[src/rtl/vir_pkg.sv]
// constants and types for the banked thread instruction registers
package vir_pkg;
  // ***************************************************************
  // sizes and field layout
  // ***************************************************************
  localparam int NUM_THREADS = 8;
  localparam int CODE_W      = 3;
  localparam int PF_W        = 32;
  localparam int IR_W        = 64;
  localparam int OPC_LO      = 0;
  localparam int OPC_W       = 8;
  localparam int EXEC_BIT    = 8;
  localparam int LOOK_BIT    = 9;
  localparam int LAST_BIT    = 10;
  localparam int STEP_LO     = 11;
  localparam int IND_BIT     = 14;
  localparam int MODE_BIT    = 15;
  localparam int STATE_LO    = 8;
  localparam int STATE_W     = 8;
  localparam int SRC_LO      = 16;
  localparam int DST_LO      = 24;
  localparam int SEL_W       = 8;
  localparam int FLG_LO      = 32;
  localparam int FLG_W       = 8;
  localparam int ADDR_LO     = 40;
  localparam int ADDR_W      = 24;
  localparam int BYTE_W      = 8;
  localparam int ADDR_B1_LO  = 40;
  localparam int ADDR_B2_LO  = 48;
  localparam int ADDR_B3_LO  = 56;
  // flag byte positions within bits 32-39
  localparam int F_OBJ_MODE  = 0;
  localparam int F_NEXT_LOC  = 1;
  localparam int F_BASE_MEM  = 2;
  localparam int F_REG_IND   = 3;
  localparam int F_IRQ_PEND  = 4;
  localparam int F_TRAP      = 5;
  localparam int F_PROG_IRQ  = 6;
  localparam int F_AUTO_IRQ  = 7;
  // shift increments
  localparam logic [BYTE_W-1:0] SH_INC_1  = 8'h01;
  localparam logic [BYTE_W-1:0] SH_INC_4  = 8'h04;
  localparam logic [BYTE_W-1:0] SH_INC_8  = 8'h08;
  localparam logic [BYTE_W-1:0] SH_INC_16 = 8'h10;
  localparam logic [PF_W-1:0]   PF_RST    = 32'h00000000;
  localparam logic [IR_W-1:0]   IR_RST    = 64'h0000000000000000;
  localparam logic [NUM_THREADS-1:0] ONEHOT_RST = 8'h01;
  localparam logic [CODE_W-1:0] CODE_RST  = 3'h0;

  // ***************************************************************
  // types
  // ***************************************************************
  typedef logic [CODE_W-1:0]      vir_code_t;
  typedef logic [NUM_THREADS-1:0] vir_sel_t;
  typedef enum logic [1:0] {
    VIR_SH_1  = 2'h0,
    VIR_SH_4  = 2'h1,
    VIR_SH_8  = 2'h2,
    VIR_SH_16 = 2'h3
  } vir_shinc_t;

  // one-hot decode of a thread code, used by several selectors
  function automatic vir_sel_t vir_decode(input vir_code_t code);
    vir_sel_t s;
    s = '0;
    s[code] = 1'b1;
    return s;
  endfunction
endpackage

[src/rtl/vir_load_if.sv]
// interface carrying one-hot write strobes and write data into the banks
`timescale 1ns/1ps
interface vir_load_if;
  import vir_pkg::*;
  logic [NUM_THREADS-1:0] pf_we;      // prefetch write strobe per thread
  logic [PF_W-1:0]        pf_wdata;   // prefetch write data
  logic [NUM_THREADS-1:0] ir_we;      // instruction register strobe per thread
  logic [3:0]             slice_we;   // which of the four slices load
  logic [IR_W-1:0]        ir_wdata;   // instruction register write data
  logic                   mid_we;     // second address byte joins slice 3
  modport ctl (output pf_we, pf_wdata, ir_we, slice_we, ir_wdata, mid_we);
  modport bank (input pf_we, pf_wdata, ir_we, slice_we, ir_wdata, mid_we);
endinterface

[src/rtl/vir_bank.sv]
// eight prefetch and eight instruction registers with registered read ports
`timescale 1ns/1ps
module vir_bank
  import vir_pkg::*;
(
  input  wire logic            i_ref_clk,
  input  wire logic            i_rst,
  vir_load_if.bank             ld,
  input  wire vir_code_t       i_pf_rsel,   // thread driving the prefetch bus
  input  wire vir_sel_t        i_ir_rsel,   // one-hot thread on the read bus
  output logic [PF_W-1:0]      o_pf_rdata,
  output logic [IR_W-1:0]      o_ir_rdata
);
  // ***************************************************************
  // storage
  // ***************************************************************
  logic [PF_W-1:0] pf_q [NUM_THREADS];  // prefetch words
  logic [IR_W-1:0] ir_q [NUM_THREADS];  // instruction words
  logic [IR_W-1:0] mask;                 // slice write mask

  // slice boundaries are byte pairs: 0-15, 16-31, 32-47, 48-63
  always_comb begin
    for (int s = 0; s < 4; s++) begin
      mask[s*2*BYTE_W +: 2*BYTE_W] = {(2*BYTE_W){ld.slice_we[s]}};
    end
    // a shift-only load must leave the middle address byte alone
    mask[ADDR_B2_LO +: BYTE_W] = {BYTE_W{ld.slice_we[3] & ld.mid_we}};
  end

  for (genvar t = 0; t < NUM_THREADS; t++) begin : g_thr
    // only the strobed thread changes; the rest hold
    always_ff @(posedge i_ref_clk or posedge i_rst) begin
      if (i_rst) begin
        pf_q[t] <= PF_RST;
      end else if (ld.pf_we[t]) begin
        pf_q[t] <= ld.pf_wdata;
      end
    end
    always_ff @(posedge i_ref_clk or posedge i_rst) begin
      if (i_rst) begin
        ir_q[t] <= IR_RST;
      end else if (ld.ir_we[t]) begin
        ir_q[t] <= (ir_q[t] & ~mask) | (ld.ir_wdata & mask);
      end
    end
  end

  // registered read ports
  always_ff @(posedge i_ref_clk or posedge i_rst) begin
    if (i_rst) begin
      o_pf_rdata <= PF_RST;
    end else begin
      o_pf_rdata <= pf_q[i_pf_rsel];
    end
  end

  // read bus takes the highest-numbered selected register, else zero; the select is one-hot
  always_ff @(posedge i_ref_clk or posedge i_rst) begin
    if (i_rst) begin
      o_ir_rdata <= IR_RST;
    end else begin
      o_ir_rdata <= IR_RST;
      for (int t = 0; t < NUM_THREADS; t++) begin
        if (i_ir_rsel[t]) begin
          o_ir_rdata <= ir_q[t];
        end
      end
    end
  end
endmodule

[src/rtl/vir_shift_sel.sv]
// shift increment encoder for the third effective-address byte
`timescale 1ns/1ps
module vir_shift_sel
  import vir_pkg::*;
(
  input  wire logic               i_ref_clk,
  input  wire logic               i_rst,
  input  wire vir_shinc_t         i_inc,
  output logic [BYTE_W-1:0]       o_inc_byte
);
  // registered so the write data path has one clean stage
  always_ff @(posedge i_ref_clk or posedge i_rst) begin
    if (i_rst) begin
      o_inc_byte <= SH_INC_1;
    end else begin
      case (i_inc)
        VIR_SH_1:  o_inc_byte <= SH_INC_1;
        VIR_SH_4:  o_inc_byte <= SH_INC_4;
        VIR_SH_8:  o_inc_byte <= SH_INC_8;
        VIR_SH_16: o_inc_byte <= SH_INC_16;
        default:   o_inc_byte <= SH_INC_1;
      endcase
    end
  end
endmodule

[src/rtl/vir_instr_regs.sv]
// banked prefetch and instruction registers for eight threads, top level
`timescale 1ns/1ps
module vir_instr_regs
  import vir_pkg::*;
(
  input  wire logic               i_ref_clk,
  input  wire logic               i_rst,
  // prefetch loading
  input  wire logic               i_prefetch_load_enable,
  input  wire logic               i_rom_to_prefetch_gate,
  input  wire logic               i_word_buffer_use,
  input  wire logic [PF_W-1:0]    i_rom_data,
  input  wire logic [PF_W-1:0]    i_word_buffer_data,
  input  wire vir_code_t          i_active_thread_code_a,
  input  wire vir_code_t          i_active_thread_code_b,
  input  wire vir_code_t          i_next_thread_code,
  // end-of-cycle instruction register load
  input  wire logic               i_cycle_end,
  input  wire logic               i_test_positive,
  input  wire logic [OPC_W-1:0]   i_pipe_opcode,
  input  wire logic [OPC_W-1:0]   i_normal_opcode,
  input  wire logic [STATE_W-1:0] i_test_variant_bits,
  input  wire logic [STATE_W-1:0] i_normal_variant_bits,
  input  wire logic [FLG_W-1:0]   i_test_variant_flags,
  input  wire logic [FLG_W-1:0]   i_normal_variant_flags,
  input  wire logic               i_src_from_register_indexer,
  input  wire logic               i_dst_from_register_indexer,
  input  wire logic [SEL_W-1:0]   i_operand_src_sel,
  input  wire logic [SEL_W-1:0]   i_operand_dst_sel,
  input  wire logic [SEL_W-1:0]   i_register_src_sel,
  input  wire logic [SEL_W-1:0]   i_register_dst_sel,
  input  wire logic [ADDR_W-1:0]  i_operand_addr,
  input  wire logic               i_addr_load_enable,
  input  wire logic               i_shift_update,
  input  wire vir_shinc_t         i_shift_inc,
  // flag-setting events
  input  wire logic               i_base_in_memory,
  input  wire logic               i_indirect_via_register,
  input  wire logic               i_program_irq,
  input  wire logic               i_auto_irq_event,
  input  wire logic               i_last_step,
  // outputs
  output logic [PF_W-1:0]         o_prefetch_bus,
  output logic [IR_W-1:0]         o_instr_read_bus,
  output vir_code_t               o_active_thread_q
);
  // ***************************************************************
  // thread selection
  // ***************************************************************
  vir_code_t         code_q;        // captured active-thread code
  vir_sel_t          next_sel_q;    // one-hot next-thread read select
  vir_sel_t          act_sel;       // decode of captured code
  vir_sel_t          pf_sel;        // decode for prefetch writes
  logic [BYTE_W-1:0] inc_byte;      // registered shift increment
  logic              shift_q;       // shift update aligned to inc_byte
  logic [IR_W-1:0]   wdata;         // assembled write word
  logic [3:0]        slice_we;      // per-slice loads
  logic [FLG_W-1:0]  flags;         // flag byte before event merges
  vir_sel_t          irq_seen_q;    // any interrupt seen, per thread
  // per-thread memories: an interrupt may come in a cycle that does
  // not load the register, and it must not be lost
  logic              prog_seen_q [NUM_THREADS]; // programmed events
  logic              auto_seen_q [NUM_THREADS]; // automatic events

  vir_load_if ld();

  // three flops latch the code every cycle
  // the code used for loads is therefore one cycle old
  always_ff @(posedge i_ref_clk or posedge i_rst) begin
    if (i_rst) begin
      code_q <= CODE_RST;
    end else begin
      code_q <= i_active_thread_code_b;
    end
  end

  // next-thread code is decoded into eight one-hot flops at cycle end
  // reset points at thread zero so the read bus is always defined
  always_ff @(posedge i_ref_clk or posedge i_rst) begin
    if (i_rst) begin
      next_sel_q <= ONEHOT_RST;
    end else if (i_cycle_end) begin
      next_sel_q <= vir_decode(i_next_thread_code);
    end
  end

  // captured code picks the register to load,
  // code a picks the prefetch word to write
  always_comb begin
    act_sel = vir_decode(code_q);
    pf_sel  = vir_decode(i_active_thread_code_a);
  end

  // already a flop, so the port is clean
  assign o_active_thread_q = code_q;

  // ***************************************************************
  // prefetch write path
  // ***************************************************************
  // word buffer data takes priority: it replaces rom data when in use
  always_comb begin
    ld.pf_we    = '0;
    ld.pf_wdata = i_rom_data;
    if (i_word_buffer_use) begin
      ld.pf_wdata = i_word_buffer_data;
    end
    // a load needs the enable and a live source
    if (i_prefetch_load_enable && (i_rom_to_prefetch_gate || i_word_buffer_use)) begin
      ld.pf_we = pf_sel;
    end
  end

  // ***************************************************************
  // shift increment stage
  // ***************************************************************
  // increment is encoded one stage ahead of the load
  vir_shift_sel u_shift (
    .i_ref_clk  (i_ref_clk),
    .i_rst      (i_rst),
    .i_inc      (i_shift_inc),
    .o_inc_byte (inc_byte)
  );

  // delay the update request to meet the registered increment
  always_ff @(posedge i_ref_clk or posedge i_rst) begin
    if (i_rst) begin
      shift_q <= 1'b0;
    end else begin
      shift_q <= i_shift_update;
    end
  end

  // ***************************************************************
  // interrupt bookkeeping per thread
  // ***************************************************************
  // a thread remembers that an interrupt occurred during its instruction
  // so the pending flag can be raised at its last step; cleared then
  for (genvar t = 0; t < NUM_THREADS; t++) begin : g_irq
    // programmed interrupt memory
    always_ff @(posedge i_ref_clk or posedge i_rst) begin
      if (i_rst) begin
        prog_seen_q[t] <= 1'b0;
      end else if (act_sel[t] && i_program_irq) begin
        prog_seen_q[t] <= 1'b1; // set wins over clear
      end else if (act_sel[t] && i_cycle_end && i_last_step) begin
        prog_seen_q[t] <= 1'b0; // honoured at the last step
      end
    end
    // automatic interrupt memory, same life cycle
    always_ff @(posedge i_ref_clk or posedge i_rst) begin
      if (i_rst) begin
        auto_seen_q[t] <= 1'b0;
      end else if (act_sel[t] && i_auto_irq_event) begin
        auto_seen_q[t] <= 1'b1; // set wins over clear
      end else if (act_sel[t] && i_cycle_end && i_last_step) begin
        auto_seen_q[t] <= 1'b0;
      end
    end
    assign irq_seen_q[t] = prog_seen_q[t] | auto_seen_q[t];
  end

  // ***************************************************************
  // instruction register write word
  // ***************************************************************
  // write word and slice strobes for the captured thread
  always_comb begin
    wdata    = IR_RST;
    slice_we = '0;
    flags    = i_test_positive ? i_test_variant_flags : i_normal_variant_flags;
    // indexing events only count when the step goes on
    if (!i_test_positive) begin
      flags[F_BASE_MEM] = flags[F_BASE_MEM] | i_base_in_memory;
      flags[F_REG_IND]  = flags[F_REG_IND] | i_indirect_via_register;
    end
    // remembered events count as well as those of this cycle
    flags[F_PROG_IRQ] = flags[F_PROG_IRQ] | prog_seen_q[code_q] | i_program_irq;
    flags[F_AUTO_IRQ] = flags[F_AUTO_IRQ] | auto_seen_q[code_q] | i_auto_irq_event;
    // pending flag at the last step of an interrupted instruction
    if (i_last_step && (irq_seen_q[code_q] || i_program_irq || i_auto_irq_event)) begin
      flags[F_IRQ_PEND] = 1'b1;
    end

    // slice 0: opcode and state byte
    if (i_test_positive) begin
      wdata[OPC_LO +: OPC_W]     = i_pipe_opcode;
      wdata[STATE_LO +: STATE_W] = i_test_variant_bits;
    end else begin
      wdata[OPC_LO +: OPC_W]     = i_normal_opcode;
      wdata[STATE_LO +: STATE_W] = i_normal_variant_bits;
    end

    // slice 1: selectors, chosen per field
    wdata[SRC_LO +: SEL_W] = i_src_from_register_indexer ? i_register_src_sel : i_operand_src_sel;
    wdata[DST_LO +: SEL_W] = i_dst_from_register_indexer ? i_register_dst_sel : i_operand_dst_sel;

    // slices 2 and 3: flags and effective address
    wdata[FLG_LO +: FLG_W]   = flags;
    wdata[ADDR_LO +: ADDR_W] = i_operand_addr;
    // a shift count update overrides the third address byte
    if (shift_q) begin
      wdata[ADDR_B3_LO +: BYTE_W] = inc_byte;
    end

    // strobes are held off until the cycle ends
    if (i_cycle_end) begin
      slice_we[0] = 1'b1;
      slice_we[1] = !i_test_positive;
      slice_we[2] = 1'b1;
      slice_we[3] = (!i_test_positive && i_addr_load_enable) || shift_q;
    end
    // hand over to the banks
    ld.ir_we    = i_cycle_end ? act_sel : '0;
    ld.slice_we = slice_we;
    ld.mid_we   = !i_test_positive && i_addr_load_enable;
    ld.ir_wdata = wdata;
  end

  // ***************************************************************
  // banks
  // ***************************************************************
  // the address byte one of slice 2 is loaded with the flags; when the
  // address is not to load, callers hold i_operand_addr steady
  vir_bank u_bank (
    .i_ref_clk  (i_ref_clk),
    .i_rst      (i_rst),
    .ld         (ld.bank),
    .i_pf_rsel  (code_q),
    .i_ir_rsel  (next_sel_q),
    .o_pf_rdata (o_prefetch_bus),
    .o_ir_rdata (o_instr_read_bus)
  );

  // ***************************************************************
  // checks
  // ***************************************************************
  // a prefetch write lands on the pointed thread only
  a_pf_other_hold: assert property (@(posedge i_ref_clk) disable iff (i_rst)
    (ld.pf_we & ~pf_sel) == '0) else $error("prefetch write hit wrong thread");

  // no prefetch write without the load enable
  a_pf_no_load: assert property (@(posedge i_ref_clk) disable iff (i_rst)
    !i_prefetch_load_enable |-> ld.pf_we == '0) else $error("prefetch written while idle");

  // buffer word replaces rom data
  a_pf_wb_src: assert property (@(posedge i_ref_clk) disable iff (i_rst)
    i_word_buffer_use |-> ld.pf_wdata == i_word_buffer_data) else $error("buffer data not routed");

  // the code flops follow the sequencer every cycle
  a_code_capture: assert property (@(posedge i_ref_clk) disable iff (i_rst)
    1'b1 |=> code_q == $past(i_active_thread_code_b)) else $error("thread code not captured");

  // selectors keep their value on a taken test
  a_sel_no_test: assert property (@(posedge i_ref_clk) disable iff (i_rst)
    i_test_positive |-> !slice_we[1]) else $error("selectors loaded on taken test");

  // source selector follows its indexer choice
  a_src_pick: assert property (@(posedge i_ref_clk) disable iff (i_rst)
    i_src_from_register_indexer |-> wdata[SRC_LO +: SEL_W] == i_register_src_sel)
    else $error("source selector wrong");

  // opcode and state byte follow the test outcome
  a_opc_test: assert property (@(posedge i_ref_clk) disable iff (i_rst)
    i_test_positive |-> wdata[OPC_LO +: OPC_W] == i_pipe_opcode) else $error("wrong opcode on test");
  a_opc_normal: assert property (@(posedge i_ref_clk) disable iff (i_rst)
    !i_test_positive |-> wdata[OPC_LO +: OPC_W] == i_normal_opcode) else $error("wrong normal opcode");
  a_state_test: assert property (@(posedge i_ref_clk) disable iff (i_rst)
    i_test_positive |-> wdata[STATE_LO +: STATE_W] == i_test_variant_bits)
    else $error("wrong test state bits");
  a_state_normal: assert property (@(posedge i_ref_clk) disable iff (i_rst)
    !i_test_positive |-> wdata[STATE_LO +: STATE_W] == i_normal_variant_bits)
    else $error("wrong normal state bits");

  // read select is one-hot and follows the next-thread code
  a_onehot_read: assert property (@(posedge i_ref_clk) disable iff (i_rst)
    $onehot(next_sel_q)) else $error("read select not one-hot");
  a_read_sel: assert property (@(posedge i_ref_clk) disable iff (i_rst)
    i_cycle_end |=> next_sel_q == vir_decode($past(i_next_thread_code)))
    else $error("read select not updated");

  // only the captured thread is strobed, and only at cycle end
  a_ir_we_active: assert property (@(posedge i_ref_clk) disable iff (i_rst)
    i_cycle_end |-> ld.ir_we == act_sel) else $error("wrong thread loaded");
  a_ir_idle: assert property (@(posedge i_ref_clk) disable iff (i_rst)
    !i_cycle_end |-> ld.ir_we == '0) else $error("register loaded mid-cycle");

  // shift increment lands one cycle after the request
  a_shift_byte: assert property (@(posedge i_ref_clk) disable iff (i_rst)
    i_shift_update && i_shift_inc == VIR_SH_16 |=> wdata[ADDR_B3_LO +: BYTE_W] == SH_INC_16)
    else $error("shift increment not inserted");

  // middle address byte never loads on a taken test
  a_mid_no_test: assert property (@(posedge i_ref_clk) disable iff (i_rst)
    i_test_positive |-> !ld.mid_we) else $error("address loaded on taken test");

  // flag byte: variant choice plus merged events
  a_flags_var: assert property (@(posedge i_ref_clk) disable iff (i_rst)
    !i_test_positive |-> wdata[FLG_LO + F_OBJ_MODE] == i_normal_variant_flags[F_OBJ_MODE])
    else $error("object mode bit wrong");
  a_base_flag: assert property (@(posedge i_ref_clk) disable iff (i_rst)
    !i_test_positive && i_base_in_memory |-> wdata[FLG_LO + F_BASE_MEM])
    else $error("base flag not set");
  a_prog_flag: assert property (@(posedge i_ref_clk) disable iff (i_rst)
    i_program_irq |-> wdata[FLG_LO + F_PROG_IRQ]) else $error("programmed flag not set");
  a_auto_flag: assert property (@(posedge i_ref_clk) disable iff (i_rst)
    i_auto_irq_event |-> wdata[FLG_LO + F_AUTO_IRQ]) else $error("automatic flag not set");
  a_pend_flag: assert property (@(posedge i_ref_clk) disable iff (i_rst)
    i_last_step && i_auto_irq_event |-> wdata[FLG_LO + F_IRQ_PEND])
    else $error("pending flag not set");
endmodule

[config.mk]
export PLATFORM = sky130hd
export DESIGN_NAME = vir_instr_regs
export DESIGN_NICKNAME = d
export VERILOG_FILES = /design/src/rtl/vir_pkg.sv /design/src/rtl/vir_load_if.sv /design/src/rtl/vir_bank.sv /design/src/rtl/vir_shift_sel.sv /design/src/rtl/vir_instr_regs.sv
export SDC_FILE = /design/constraint.sdc
export NUM_CORES = 2
export LEC_CHECK = 0
export BUFFER_PORTS_ARGS = -buffer_cell sky130_fd_sc_hd__buf_2
export CORE_ASPECT_RATIO = 1.2
export CORE_UTILIZATION = 30
export CTS_CLUSTER_DIAMETER = 80
export DETAILED_ROUTE_END_ITERATION = 8
export PLACE_DENSITY_LB_ADDON = 0.3
export SYNTH_ARGS = -nofsm -noshare
export SYNTH_HDL_FRONTEND = slang
export SYNTH_SLANG_ARGS = --single-unit
[constraint.sdc]
create_clock -name i_ref_clk -period 86.9 [get_ports i_ref_clk]
set_input_delay 17.38 -clock i_ref_clk [delete_from_list [all_inputs] [get_ports i_ref_clk]]
set_output_delay 17.38 -clock i_ref_clk [all_outputs]
set_load 0.03 [all_outputs]
* Yosys cells after proc, flatten, opt, wreduce, memory -nomap -nowiden
Cells that the tools add are included.
Storage, ports and cells: register bits after elaboration 900, word-level logic and storage cells 203, output and inout port bits 99, bits of input ports 195
Cells by class: bitwise operators 34, muxes and demuxes 61, order comparisons 7, reduce and logical (&&, ||, !) cells 60, eq/ne operators 3
Operators by type and width (count):
- AND 64 bit | 9
- 2-to-1 mux 64 bit | 8
- bitwise OR 64 bit | 8
- binary-select mux 32 bit (select 3 bit) | 1
- 2-to-1 mux 32 bit | 3
- NOT 64 bit | 1
- 2-to-1 mux 8 bit | 6
- logical AND 1 bit | 38
- 2-to-1 mux 1 bit | 33
- one-hot mux 8 bit (4 select lines) | 1
- nonzero test 2 bit | 16
- 2-to-1 mux 16 bit | 1
- bitwise OR 1 bit | 14
- < comparator 3 x 4 -> 1 bit (second input constant) | 3
- binary-select mux 1 bit (select 3 bit) | 3
- demux 1 bit (select 3 bit) | 3
- greater-or-equal comparator 3 x 1 -> 1 bit (second input constant) | 3
- == test 2 bit (second input constant) | 2
- greater-or-equal comparator 4 bit (second input constant) | 1
- logical OR 1 bit | 4
- 2-to-1 mux 4 bit | 1
- NOT 3 -> 4 bit | 1
- == test 2 x 1 -> 1 bit (second input constant) | 1
- logical NOT 2 bit | 1
- other kinds (3) | 3

* Logic depth before layout (Yosys ltp)
word-level depth 9, gate-level depth with buffers 8, depth with buffers taken out 4

* Cells and area by module
A second synthesis with hierarchy kept.
Unflattened totals: cells, all modules 2739, area, all modules 39262.7 um^2
By module, submodules not included:
- vir_bank | seq. area each 21620.7 um^2, cells an instance 2489, area each 36750.2 um^2, times used 1
- vir_instr_regs | seq. area each 701.9 um^2, cells an instance 236, area each 2347.3 um^2, times used 1
- vir_shift_sel | seq. area each 101.3 um^2, cells an instance 14, area each 165.2 um^2, times used 1

* Worst setup path after synthesis
No wires, ideal clock.
kind input port to flip-flop, from in i_word_buffer_use, to reg u_bank.pf_q[201] (netlist name), setup time 144 ps, arrival 18602 ps, slack 68154 ps, cell stages on the path 4, required time 86756 ps, buffers on the path 2, path through buf_2 -> buf_1 -> mux2i_1 -> o21ai_0
Between the ends: word-level cells in the longest chain between the ends 3, elaborated cells on any way between the ends 4, those cells by class mux: 2; reduce/logical: 2
RTL lines:
- start: declaration | RTL line vir_instr_regs.sv:11 | input wire logic i_word_buffer_use,
- logical OR 1 bit | RTL line vir_instr_regs.sv:108 | if (i_prefetch_load_enable && (i_rom_to_prefetch_gate || i_word_buffer_use)) begin
- logical AND 1 bit | RTL line vir_instr_regs.sv:108
- 2-to-1 mux 8 bit | RTL line vir_instr_regs.sv:108
- end signal: indexed assignment | RTL line vir_bank.sv:36 | pf_q[t] <= ld.pf_wdata;
- end: declaration | RTL line vir_bank.sv:17 | logic [PF_W-1:0] pf_q [NUM_THREADS];
Parallel ways exist; a longest one is shown, timed or not. A chain may end at the register's enable or synchronous reset.

==> metrics.json <==
{
  "worst_case_setup_margin_in_the_final_layout": {"value": 67.09, "unit": "ns"},
  "io_buffers": {"value": 293},
  "synth_top_cells_by_area": {"value": "dfrtp_1, a21oi_1, nand2_1"},
  "rrSetupSlack": {"value": 83.27, "unit": "ns"},
  "outcome": {"value": "finished, final reports clean"},
  "areaGrowthSynthToFinish": {"value": 15.6, "unit": "%"},
  "tritoncts.num_buffers": {"value": 98},
  "cts.sinks": {"value": 896},
  "via_count_of_the_first_global_routing_pass": {"value": 28651},
  "grt_start_max_net_pins": {"value": 165},
  "netlist-cell-type-count": {"value": 61},
  "initial_utilization": {"value": 30.2, "unit": "%"},
  "initialDrtViolationCount": {"value": 1968},
  "io_pins": {"value": 294},
  "routed_wire_length_per_instance": {"value": 19.8, "unit": "um"},
  "route.detailed.vias_per_inst": {"value": 5.03},
  "detailedPlacementHpwl": {"value": 65900, "unit": "um"},
  "layout-drive-gt1-share": {"value": 16.4, "unit": "%"},
  "synth_enable_flop_cells": {"value": 0},
  "power_density": {"value": 26.3, "unit": "mW/mm^2"},
  "tritoncts": {"value": "built"},
  "die_x": {"value": 328, "unit": "um"},
  "finalCritPeriodShare": {"value": 22.8, "unit": "%"},
  "final.fill_count": {"value": 12784},
  "routed-via-count": {"value": 28657},
  "required": {"value": 87.65, "unit": "ns"},
  "seq_area": {"value": 0.0224, "unit": "sq mm"},
  "seq_power_share": {"value": 48.0, "unit": "%"},
  "post-cts-setup-buffers": {"value": 0},
  "fin_nets": {"value": 4143},
  "placement_stage_cell_area": {"value": 0.0410, "unit": "sq mm"},
  "area_of_the_multi_input_gates": {"value": 0.0143, "unit": "sq mm"},
  "worst_setup_hold_path_clk_slew": {"value": 0.06, "unit": "ns"},
  "cp-start-kind": {"value": "primary input"},
  "cts.path.max_buffers": {"value": 3},
  "async_reset_ff_share": {"value": 100, "unit": "%"},
  "switchingPower": {"value": 0.341, "unit": "mW"},
  "syn_nets": {"value": 3997},
  "fin_tns_setup": {"value": 0, "unit": "ns"},
  "drv.max_cap_violation_count": {"value": 0},
  "finish.utilization": {"value": 34.9, "unit": "%"},
  "finalInstanceArea": {"value": 0.0442, "unit": "sq mm"},
  "power.static_leakage": {"value": 19.4, "unit": "nW"},
  "placement.setup.worst_slack": {"value": 66.22, "unit": "ns"},
  "slew-limit-headroom": {"value": 14.4, "unit": "%"},
  "cts_htree_levels": {"value": 3},
  "clock_insertion_delay_worst_skew": {"value": 0.71, "unit": "ns"},
  "worst_path_max_fanout": {"value": 101},
  "worst_slew_pin_slew": {"value": 1.25, "unit": "ns"},
  "cell_internal_pwr": {"value": 0.819, "unit": "mW"},
  "finish.cell_count_without_fillers": {"value": 5694},
  "fp.coreArea": {"value": 0.126, "unit": "sq mm"},
  "syn_area": {"value": 0.0382, "unit": "sq mm"},
  "synth.yosys.seq_area_share": {"value": 58.7, "unit": "%"},
  "final.min_clock_period": {"value": 19.81, "unit": "ns"},
  "combinationalPowerShare": {"value": 16.6, "unit": "%"},
  "hp-class": {"value": "reg -> reg"},
  "power.switching_fraction": {"value": 29.4, "unit": "%"},
  "crit_arrival": {"value": 20.56, "unit": "ns"},
  "timing.clock.skew": {"value": 0.0313, "unit": "ns"},
  "synth_top_area_share": {"value": 58.5, "unit": "%"},
  "endpoint_kind": {"value": "asynchronous set/reset pin"},
  "power.ir.vdd_worst": {"value": 0.0000149, "unit": "V"},
  "setup-violations-final": {"value": 0},
  "detail_route.first_pass.iterations": {"value": 7},
  "syn-mean-instance-area": {"value": 10.1, "unit": "sq um"},
  "place_congestion": {"value": 0.743},
  "grt_setup_unrepaired": {"value": "no"},
  "grt_use_total": {"value": 17.6, "unit": "%"},
  "clockRootBuffer": {"value": "clkbuf_16"},
  "grt_pass1_wl": {"value": 175000, "unit": "um"},
  "report.final.slew_viol_count": {"value": 0},
  "postRouteWirelength": {"value": 113000, "unit": "um"},
  "cts.repair.resized": {"value": 0},
  "ant_nets": {"value": 0},
  "die_area": {"value": 0.129, "unit": "sq mm"},
  "row_count": {"value": 143},
  "share_clk_of_total_power": {"value": 35.5, "unit": "%"},
  "drc": {"value": 0},
  "syn-instance-count": {"value": 3802},
  "postSynth.topFlopCell": {"value": "dfrtp_1"},
  "global_route.overflow_total": {"value": 0},
  "placed_cells": {"value": 5515},
  "clock.fmax": {"value": 0.0505, "unit": "GHz"},
  "ys_ff_latch": {"value": 896},
  "cts_hold_buffers": {"value": 0},
  "hold_viol_final": {"value": 0},
  "synth_area_leader_cell": {"value": "dfrtp_1"},
  "yosys_warnings": {"value": 0},
  "grt_antenna_before_repair": {"value": 14},
  "timing_worst_setup_path_type": {"value": "in -> async"},
  "dieHeight": {"value": 393, "unit": "um"}
}
==> per-layer routing <==
metal	global-route usage [%]	vias up	share of wire, %
met3	3.58	194	6.2
met1	22.8	14127	44
met5	0	-	0.10
met4	6.04	18	2.7
met2	29.2	766	47
li1	-	13552	-
==> final timing paths <==
check	start	endpoint	cells after the start
setup / recovery	i_rst	u_bank.pf_q[92]	5
hold / removal	u_bank.pf_q[222]	u_bank.pf_q[222]	2
setup reg to reg	o_active_thread_q[1]	flop	4
hold reg to reg	u_bank.pf_q[222]	u_bank.pf_q[222]	2
max in group i_ref_clk	i_test_positive	flop	5
min in group asynchronous	i_rst	u_bank.o_ir_rdata[28]	2
==> stage by stage <==
stage	power, mW	hold WS, ns
floorplan	0.695	0.445
global placement	0.751	0.460
detailed placement	0.758	0.462
CTS	1.17	0.478
global route	1.22	0.497
finish	1.16	0.473
==> final cells by class <==
cell class | instances | area share [%]
Antenna cell | 2 | 0.0113
Clock buffer | 149 | 6.53
Clock inverter | 28 | 0.672
Inverter | 77 | 0.677
Multi-Input combinational cell | 2529 | 32.3
Sequential cell | 896 | 50.8
Tap cell | 1667 | 4.72
Timing Repair Buffer | 346 | 4.25
==> layout by cell type (no fill, tap or decap), drive strengths merged, types with 22 or more instances in the layout <==
cell type,n
clkbuf,149
a31oi,64
mux2i,88
o21ai,230
nand2,614
nor2,462
dfrtp,894
a221oi,95
o221ai,70
inv,82
mux4,22
o22ai,87
a21oi,502
buf,346
mux2,108
nand3b,65
==> cells by family (layout without fill, tap and decap cells) <==
group                  count (synthesis)  in the layout  synth area share [%]
buffers and inverters                377            600                  4.17
muxes                                218            218                  6.78
other                                  0              2                     0
AOI/OAI and AO/OA                   1105           1105                  17.2
DFF                                  896            896                  58.7
and+or+nand+nor                     1206           1206                  13.2
==> worst max-delay path: stages <==
cell and delay [ns]:
buf_2 0.13, inv_8 0.47, buf_4 0.70, buf_4 0.89, buf_4 0.74
==> cells in the mapped netlist (all sizes together) (2+ instances only) <==
master	number
nand3b	65
and4b	2
mux4	22
nand2	614
clkbuf	170
dfrtp	894
o32ai	2
nor2	462
dfstp	2
inv	76
a222oi	2
o311a	3
nor2b	10
a22oi	17
o221ai	70
a31oi	64
nor3	9
nand3	8
a22o	10
a21oi	502
or3	2
and2	5
a221oi	95
o21ai	230
a32o	8
and2b	2
buf	130
o2bb2ai	6
mux2i	88
o22ai	87
nor3b	2
mux2	108
a221o	2
a211oi	3
and4bb	3
nand2b	16
==> power groups by stage <==
| stage | sequential (mW) | clock (mW) | combinational (mW) |
|---|---|---|---|
| floorplan | 0.570 | 0 | 0.126 |
| global placement | 0.561 | 0 | 0.191 |
| detailed placement | 0.563 | 0 | 0.195 |
| CTS | 0.556 | 0.422 | 0.196 |
| global route | 0.567 | 0.438 | 0.219 |
| finish | 0.556 | 0.412 | 0.192 |
Note: power is estimated with default switching activity, not from simulation.
